===== config.mk =====
export PLATFORM = sky130hd
export DESIGN_NAME = mpp_mac_pin_ctrl
export DESIGN_NICKNAME = d
export VERILOG_FILES = /design/src/mpp_pkg.sv /design/src/mpp_pull_if.sv /design/src/mpp_pull_decode.sv /design/src/mpp_sync2.sv /design/src/mpp_mac_pin_ctrl.sv
export SDC_FILE = /design/constraint.sdc
export NUM_CORES = 1
export LEC_CHECK = 0
export BUFFER_PORTS_ARGS = -buffer_cell sky130_fd_sc_hd__buf_2
export CORE_MARGIN = 1.5
export CORE_UTILIZATION = 45
export DETAILED_ROUTE_END_ITERATION = 10
export HOLD_SLACK_MARGIN = 0.08
export PLACE_DENSITY = 0.79
export SLEW_MARGIN = 5
export SYNTH_ARGS = -nofsm -noshare
export SYNTH_HDL_FRONTEND = slang
export SYNTH_SLANG_ARGS = --single-unit

===== constraint.sdc =====
create_clock -name clk_i -period 3 [get_ports clk_i]
set_clock_uncertainty 0.1 [all_clocks]
set_input_delay 0.15 -clock clk_i [delete_from_list [all_inputs] [get_ports clk_i]]
set_output_delay 0.15 -clock clk_i [all_outputs]
set_load 0.05 [all_outputs]

===== src/mpp_pkg.sv =====
// Constants and types shared by the MAC pin pull and input status block
package mpp_pkg;

  // Register indices; the byte address is four times the index
  localparam logic [11:0] CFG_IDX        = 12'h456;
  localparam logic [11:0] STATUS_IDX     = 12'h457;
  localparam logic [13:0] CFG_ADDR       = {CFG_IDX, 2'b00};
  localparam logic [13:0] STATUS_ADDR    = {STATUS_IDX, 2'b00};
  localparam int          ADDR_W         = 14;

  // Configuration register field positions
  localparam int          RX_SEL_LSB     = 14;
  localparam int          RX_FORCE_BIT   = 13;
  localparam int          TX_SEL_LSB     = 11;
  localparam int          TX_FORCE_BIT   = 10;
  localparam int          RX_IMP_LSB     = 5;
  localparam int          TX_IMP_LSB     = 0;
  localparam int          SEL_W          = 2;
  localparam int          IMP_W          = 5;
  localparam int          REG_W          = 16;

  localparam logic [15:0] CFG_RESET      = 16'h0000;
  localparam logic [15:0] STATUS_RESET   = 16'h0000;

  // Status bit that is tied low
  localparam int          STATUS_ZERO_BIT = 12;

  // Pin groups handled by the pull decoder
  localparam int          GRP_RX         = 0;
  localparam int          GRP_TX         = 1;
  localparam int          NUM_GRP        = 2;

  typedef enum logic [1:0] {
    MPP_PULL_NONE = 2'h0,
    MPP_PULL_UP   = 2'h1,
    MPP_PULL_DOWN = 2'h2,
    MPP_PULL_RSVD = 2'h3
  } mpp_pull_e;

endpackage : mpp_pkg


===== src/mpp_pull_if.sv =====
// Carrier between the register file and the pull decoder
interface mpp_pull_if;
  logic            [mpp_pkg::NUM_GRP-1:0] force_en;
  mpp_pkg::mpp_pull_e                     sel [mpp_pkg::NUM_GRP];
  logic            [mpp_pkg::NUM_GRP-1:0] pull_up;
  logic            [mpp_pkg::NUM_GRP-1:0] pull_down;

  modport regs (
    output force_en,
    output sel,
    input  pull_up,
    input  pull_down
  );

  modport dec (
    input  force_en,
    input  sel,
    output pull_up,
    output pull_down
  );
endinterface : mpp_pull_if


===== src/mpp_pull_decode.sv =====
// Pull selection decoder, one slice per MAC pin group
module mpp_pull_decode (
  mpp_pull_if.dec pull
);

  for (genvar g = 0; g < mpp_pkg::NUM_GRP; g++) begin : g_grp
    always_comb begin
      pull.pull_up[g]   = 1'b0;
      pull.pull_down[g] = 1'b0;
      // No forcing leaves the pad at its own default
      if (pull.force_en[g]) begin
        unique case (pull.sel[g])
          mpp_pkg::MPP_PULL_NONE: ;
          mpp_pkg::MPP_PULL_UP:   pull.pull_up[g]   = 1'b1;
          mpp_pkg::MPP_PULL_DOWN: pull.pull_down[g] = 1'b1;
          // Reserved code drives neither pull, never both
          mpp_pkg::MPP_PULL_RSVD: ;
        endcase
      end
    end
  end

endmodule : mpp_pull_decode


===== src/mpp_sync2.sv =====
// Two-stage synchroniser for the sampled pin levels
module mpp_sync2 (
  input  wire logic                     clk_i,
  input  wire logic                     rst_i,
  input  wire logic [mpp_pkg::REG_W-1:0] d_i,
  output logic      [mpp_pkg::REG_W-1:0] q_o
);

  logic [mpp_pkg::REG_W-1:0] meta_q;
  logic [mpp_pkg::REG_W-1:0] sync_q;

  for (genvar b = 0; b < mpp_pkg::REG_W; b++) begin : g_bit
    // First stage feeds only the second
    always_ff @(posedge clk_i or posedge rst_i) begin
      if (rst_i) begin
        meta_q[b] <= 1'b0;
        sync_q[b] <= 1'b0;
      end else begin
        meta_q[b] <= d_i[b];
        sync_q[b] <= meta_q[b];
      end
    end
  end

  assign q_o = sync_q;

endmodule : mpp_sync2


===== src/mpp_mac_pin_ctrl.sv =====
// MAC pin pull, pad impedance and pin input level status, APB slave
module mpp_mac_pin_ctrl (
  input  wire logic        clk_i,
  input  wire logic        rst_i,
  // APB slave
  input  wire logic        psel_i,
  input  wire logic        penable_i,
  input  wire logic        pwrite_i,
  input  wire logic [31:0] paddr_i,
  input  wire logic [31:0] pwdata_i,
  input  wire logic [3:0]  pstrb_i,
  output logic             pready_o,
  output logic      [31:0] prdata_o,
  output logic             pslverr_o,
  // Direction control from the neighbouring mux registers
  input  wire logic        oe_force_i,
  input  wire logic [15:0] input_mode_i,
  // Raw pin levels in status bit order
  input  wire logic        pin_rx_d3_i,
  input  wire logic        pin_tx_clk_i,
  input  wire logic        pin_tx_en_i,
  input  wire logic [3:0]  pin_txd_i,
  input  wire logic        pin_int_i,
  input  wire logic        pin_clk_out_i,
  input  wire logic        pin_led0_i,
  input  wire logic        pin_rx_clk_i,
  input  wire logic        pin_rx_dv_i,
  input  wire logic        pin_rx_er_i,
  input  wire logic        pin_led1_i,
  input  wire logic        pin_rx_d0_i,
  // Pad controls
  output logic             rx_pull_force_o,
  output logic             rx_pull_up_o,
  output logic             rx_pull_down_o,
  output logic             tx_pull_force_o,
  output logic             tx_pull_up_o,
  output logic             tx_pull_down_o,
  output logic      [4:0]  rx_impedance_o,
  output logic      [4:0]  tx_impedance_o
);

  logic [15:0] cfg_q;
  logic [15:0] cfg_d;
  logic [15:0] pin_raw;
  logic [15:0] pin_sync;
  logic [15:0] status_q;
  logic [31:0] prdata_q;
  logic        slverr_q;
  logic [13:0] addr;
  logic        setup;
  logic        access;
  logic        hit_cfg;
  logic        hit_status;
  logic        pull_up_q   [mpp_pkg::NUM_GRP];
  logic        pull_down_q [mpp_pkg::NUM_GRP];

  mpp_pull_if pull ();

  assign addr       = paddr_i[mpp_pkg::ADDR_W-1:0];
  assign setup      = psel_i & ~penable_i;
  assign access     = psel_i & penable_i;
  assign hit_cfg    = (addr == mpp_pkg::CFG_ADDR) &&
                      (paddr_i[31:mpp_pkg::ADDR_W] == '0);
  assign hit_status = (addr == mpp_pkg::STATUS_ADDR) &&
                      (paddr_i[31:mpp_pkg::ADDR_W] == '0);

  // Pin levels gathered into status bit order
  always_comb begin
    pin_raw                           = '0;
    pin_raw[0]                        = pin_rx_d3_i;
    pin_raw[1]                        = pin_tx_clk_i;
    pin_raw[2]                        = pin_tx_en_i;
    pin_raw[6:3]                      = pin_txd_i;
    pin_raw[7]                        = pin_int_i;
    pin_raw[8]                        = pin_clk_out_i;
    pin_raw[9]                        = pin_led0_i;
    pin_raw[10]                       = pin_rx_clk_i;
    pin_raw[11]                       = pin_rx_dv_i;
    pin_raw[mpp_pkg::STATUS_ZERO_BIT] = 1'b0;
    pin_raw[13]                       = pin_rx_er_i;
    pin_raw[14]                       = pin_led1_i;
    pin_raw[15]                       = pin_rx_d0_i;
  end

  mpp_sync2 u_sync (
    .clk_i (clk_i),
    .rst_i (rst_i),
    .d_i   (pin_raw),
    .q_o   (pin_sync)
  );

  // Bits of pins not turned to inputs read zero rather than stale pad data
  always_ff @(posedge clk_i or posedge rst_i) begin
    if (rst_i) begin
      status_q <= mpp_pkg::STATUS_RESET;
    end else begin
      status_q <= pin_sync & ({16{oe_force_i}} & input_mode_i);
    end
  end

  // Configuration write, byte lanes honoured on the low half
  always_comb begin
    cfg_d = cfg_q;
    if (access && pwrite_i && hit_cfg) begin
      if (pstrb_i[0]) begin
        cfg_d[7:0] = pwdata_i[7:0];
      end
      if (pstrb_i[1]) begin
        cfg_d[15:8] = pwdata_i[15:8];
      end
    end
  end

  always_ff @(posedge clk_i or posedge rst_i) begin
    if (rst_i) begin
      cfg_q <= mpp_pkg::CFG_RESET;
    end else begin
      cfg_q <= cfg_d;
    end
  end

  // Read data and error captured in setup so access needs no wait state
  always_ff @(posedge clk_i or posedge rst_i) begin
    if (rst_i) begin
      prdata_q <= '0;
      slverr_q <= 1'b0;
    end else if (setup) begin
      prdata_q <= '0;
      slverr_q <= ~(hit_cfg | hit_status);
      if (!pwrite_i && hit_cfg) begin
        prdata_q[15:0] <= cfg_q;
      end
      if (!pwrite_i && hit_status) begin
        prdata_q[15:0] <= status_q;
      end
    end
  end

  // Status write is accepted without error and has no effect
  assign pready_o  = 1'b1;
  assign prdata_o  = prdata_q;
  assign pslverr_o = access & slverr_q;

  // Pull decode
  assign pull.force_en[mpp_pkg::GRP_RX] =
    cfg_q[mpp_pkg::RX_FORCE_BIT];
  assign pull.force_en[mpp_pkg::GRP_TX] =
    cfg_q[mpp_pkg::TX_FORCE_BIT];
  assign pull.sel[mpp_pkg::GRP_RX] = mpp_pkg::mpp_pull_e'(
    cfg_q[mpp_pkg::RX_SEL_LSB +: mpp_pkg::SEL_W]);
  assign pull.sel[mpp_pkg::GRP_TX] = mpp_pkg::mpp_pull_e'(
    cfg_q[mpp_pkg::TX_SEL_LSB +: mpp_pkg::SEL_W]);

  mpp_pull_decode u_dec (
    .pull (pull.dec)
  );

  // Registered pad controls keep glitches off the pads
  for (genvar g = 0; g < mpp_pkg::NUM_GRP; g++) begin : g_pad
    always_ff @(posedge clk_i or posedge rst_i) begin
      if (rst_i) begin
        pull_up_q[g]   <= 1'b0;
        pull_down_q[g] <= 1'b0;
      end else begin
        pull_up_q[g]   <= pull.pull_up[g];
        pull_down_q[g] <= pull.pull_down[g];
      end
    end
  end

  assign rx_pull_force_o = cfg_q[mpp_pkg::RX_FORCE_BIT];
  assign tx_pull_force_o = cfg_q[mpp_pkg::TX_FORCE_BIT];
  assign rx_pull_up_o    = pull_up_q[mpp_pkg::GRP_RX];
  assign rx_pull_down_o  = pull_down_q[mpp_pkg::GRP_RX];
  assign tx_pull_up_o    = pull_up_q[mpp_pkg::GRP_TX];
  assign tx_pull_down_o  = pull_down_q[mpp_pkg::GRP_TX];
  assign rx_impedance_o  =
    cfg_q[mpp_pkg::RX_IMP_LSB +: mpp_pkg::IMP_W];
  assign tx_impedance_o  =
    cfg_q[mpp_pkg::TX_IMP_LSB +: mpp_pkg::IMP_W];

endmodule : mpp_mac_pin_ctrl


==> run metrics <==
global-route wire length before repair 11100 microns; die height 86.16 microns; clock slew at reported path FFs roughly 0.070 ns; Clock Path Buffers 2; post-synthesis async set-or-reset flop share 1.000; grt met3 use 0.04139; number of global-route vias before repair 2552; Nets 518; drt via density 4.791; starting density of the core 0.4606; post-layout min period roughly 2.1 ns; Gate Count Post-Synth 243; DR pass1 iterations 4; Storage cell area between 0.002 and 0.0025 sq mm; CTS sink cnt 82; Internal 1719 uW; core footprint 0.006756 sq mm; multi-input logic area 772.0 sq um; Main synth FF type dfrtp_1; Data required, critical path 3.13 ns; Seq cells post-synth between 80 and 90; design area 0.004431 sq mm; kind of cell adding the most delay to the critical path simple AND/OR/NAND/NOR gates; TritonCTS buffer count 9; worst-path maximum fanout 20; peak supply drop ~0.00032 V; RSZ-0062 raised after global routing no; Tightest Pin Transition 0.8442 ns; Residual DRC 0; Die W 86.16 microns; share of cells above drive strength 1 0.3780; fmax 473.1 MHz; Crit Path Category in2reg; Cell Area, Placed approximately 0.0037 sq mm; grt ovf 0; Max-cap violations 0; Iteration-0 DRC Markers 76; GR peak layer met2; worst min path class in2reg; Worst slew margin 0.4372; switching power 483.6 uW; Ports between 150 and 200; global placement routability congestion 0.6949; Final setup viols 0; CTS tree done; Crit path largest cell delay approximately 0.63 ns; pwr/cell area 497.2 mW/mm^2; CP cell instances buf_2 > nand2b_1 > nor3b_1 > nand4_1 > o221ai_1; Clk network pwr share 0.387; met1 Usage GRT 0.2130; largest net degree at the start of global routing 36; Critical Path Start Type input port; DIE AREA roughly 0.0074 sq mm; final antenna-violating net count 0; clock root cell clkbuf_8; CP max stage cell nand4_1; fill count 509; sequential area share after synthesis 0.6594; Vias 2386; synthesized area 0.003112 sq mm; source of the worst register-to-register timing path u_sync.q_o[4]; switching share of power 0.2196; # resized after CTS 0; CTS H-Tree Depth 3; setup TNS 0 ns; Syn. warnings 0; Critical Path Sink Type flip-flop; antenna violations before repair 0; synthesized area per cell ~13 sq um; Cell variety after synth 26; dpl ws 0.5558 ns; Total Wirelength 7058 microns; Worst Setup SP penable_i; row count 30; clock latency on the worst-skew pair 0.34 ns; DP HPWL 4504 microns; WP data arrival 2.25 ns; hold slack final between 0.09 and 0.1 ns; Reg power frac 0.518; max-slew violation count 0; status finished, final reports clean; P_leak 0.002341 uW; Final Hold Viols 0; Buf/Inv on CP 1; Area Growth Syn to Fin 42.38%; period utilisation layout 0.7046; worst setup margin 0.8861 ns; worst hold start oe_force_i; EDFF count, synth 0; met2 GRT Util 0.3672; Port Buffer Count 118; GRT Overall Usage 0.2023; antenna cells 0; Comb power frac 0.095; post-DR wirelength/cell 14.17 microns
final cells by class:
| type | instances | share of cell area |
|---|---|---|
| sequential | 82 | 0.4631 |
| timing repair buffer | 176 | 0.2632 |
| multi-input combinational | 112 | 0.1742 |
| clock buffer | 11 | 0.03191 |
| inverter | 32 | 0.02739 |
| tap | 80 | 0.02259 |
| clock inverter | 5 | 0.01751 |
cell usage after synthesis (2+ instances only):
| library cell | instances | area [sq um] |
|---|---|---|
| and3_1 | 16 | 100.1 |
| buf_2 | 2 | 10.01 |
| buf_4 | 27 | 202.7 |
| clkbuf_1 | 3 | 11.26 |
| conb_1 | 2 | 7.510 |
| dfrtp_1 | 82 | 2052 |
| inv_1 | 32 | 120.1 |
| mux2_2 | 16 | 180.2 |
| nand2_1 | 19 | 71.32 |
| nand4_1 | 4 | 25.02 |
| nor3_1 | 6 | 30.03 |
| nor4_1 | 4 | 25.02 |
| nor4_4 | 2 | 42.54 |
| o21ai_0 | 2 | 10.01 |
| o221ai_1 | 15 | 131.4 |
registers in the layout, indices dropped and copies added (netlist names), 15 cells and up:
name and flops:
u_sync.meta_q 15, status_q 15, cfg_q 16, u_sync.q_o 15, prdata_o 16
through the flow:
stage	util	total power (uW)	instances
4_1_cts	0.6557	2233	498
6_report	0.6557	2203	498
3_5_place_dp	0.5404	1318	426
5_1_grt	0.6557	2298	498
2_1_floorplan	-	1264	258
3_3_place_gp	0.5404	1313	426
final timing paths:
path / slack, ns / cells past startpoint / endpoint
setup reg to reg: 1.68 / 2 / status_q[4]
setup / recovery: 0.89 / 5 / prdata_o[8]
hold reg to reg: 0.25 / 0 / u_sync.q_o[14]
max in group asynchronous: 1.84 / 4 / cfg_q[8]
min in group asynchronous: 0.22 / 3 / cfg_q[6]
hold / removal: 0.09 / 2 / status_q[0]
cell families after synthesis:
group | share of synthesized area
compound gates | 0.04544
other cells | 0.002413
flops | 0.6594
simple gates | 0.1242
mux | 0.05790
buf+inv | 0.1106
layer usage:
metal	up-vias	part of all wire
met4	0	0.026
met3	15	0.058
met2	110	0.54
met1	1150	0.38
li1	1111	-
met5	-	0
power groups by stage:
| stage | Sequential [uW] | Clock (uW) | Combinational (uW) |
|---|---|---|---|
| floorplan | 1160 | 0 | 103 |
| global placement | 1160 | 0 | 151 |
| detailed placement | 1160 | 0 | 155 |
| CTS | 1140 | 883 | 209 |
| global route | 1140 | 925 | 229 |
| finish | 1140 | 852 | 209 |
layout by cell type (no fill, tap or decap):
cell type	count
buf_2	118
dfrtp_1	82
dlygate4sd3_1	56
inv_1	31
nand2_1	19
conb_1	17
and3_1	16
mux2_2	16
o221ai_1	15
clkbuf_8	10
nor3_1	6
nor4_1	4
nand4_1	4
clkinv_2	3
o21ai_0	2
nor4_4	2
bufinv_16	2
buf_4	2
nor2_1	1
and2_2	1
or4_4	1
and3b_1	1
and2b_2	1
nor4bb_1	1
and3b_2	1
and4_1	1
nand2b_1	1
nor3b_1	1
and4b_1	1
clkbuf_1	1
clkinvlp_4	1
timing repair:
action | in CTS | in global routing
buffers inserted | 0 | 0
hold endpoints to repair | 67 | 0
hold buffers | 56 | 0
Power figures use the tool's default switching activity.
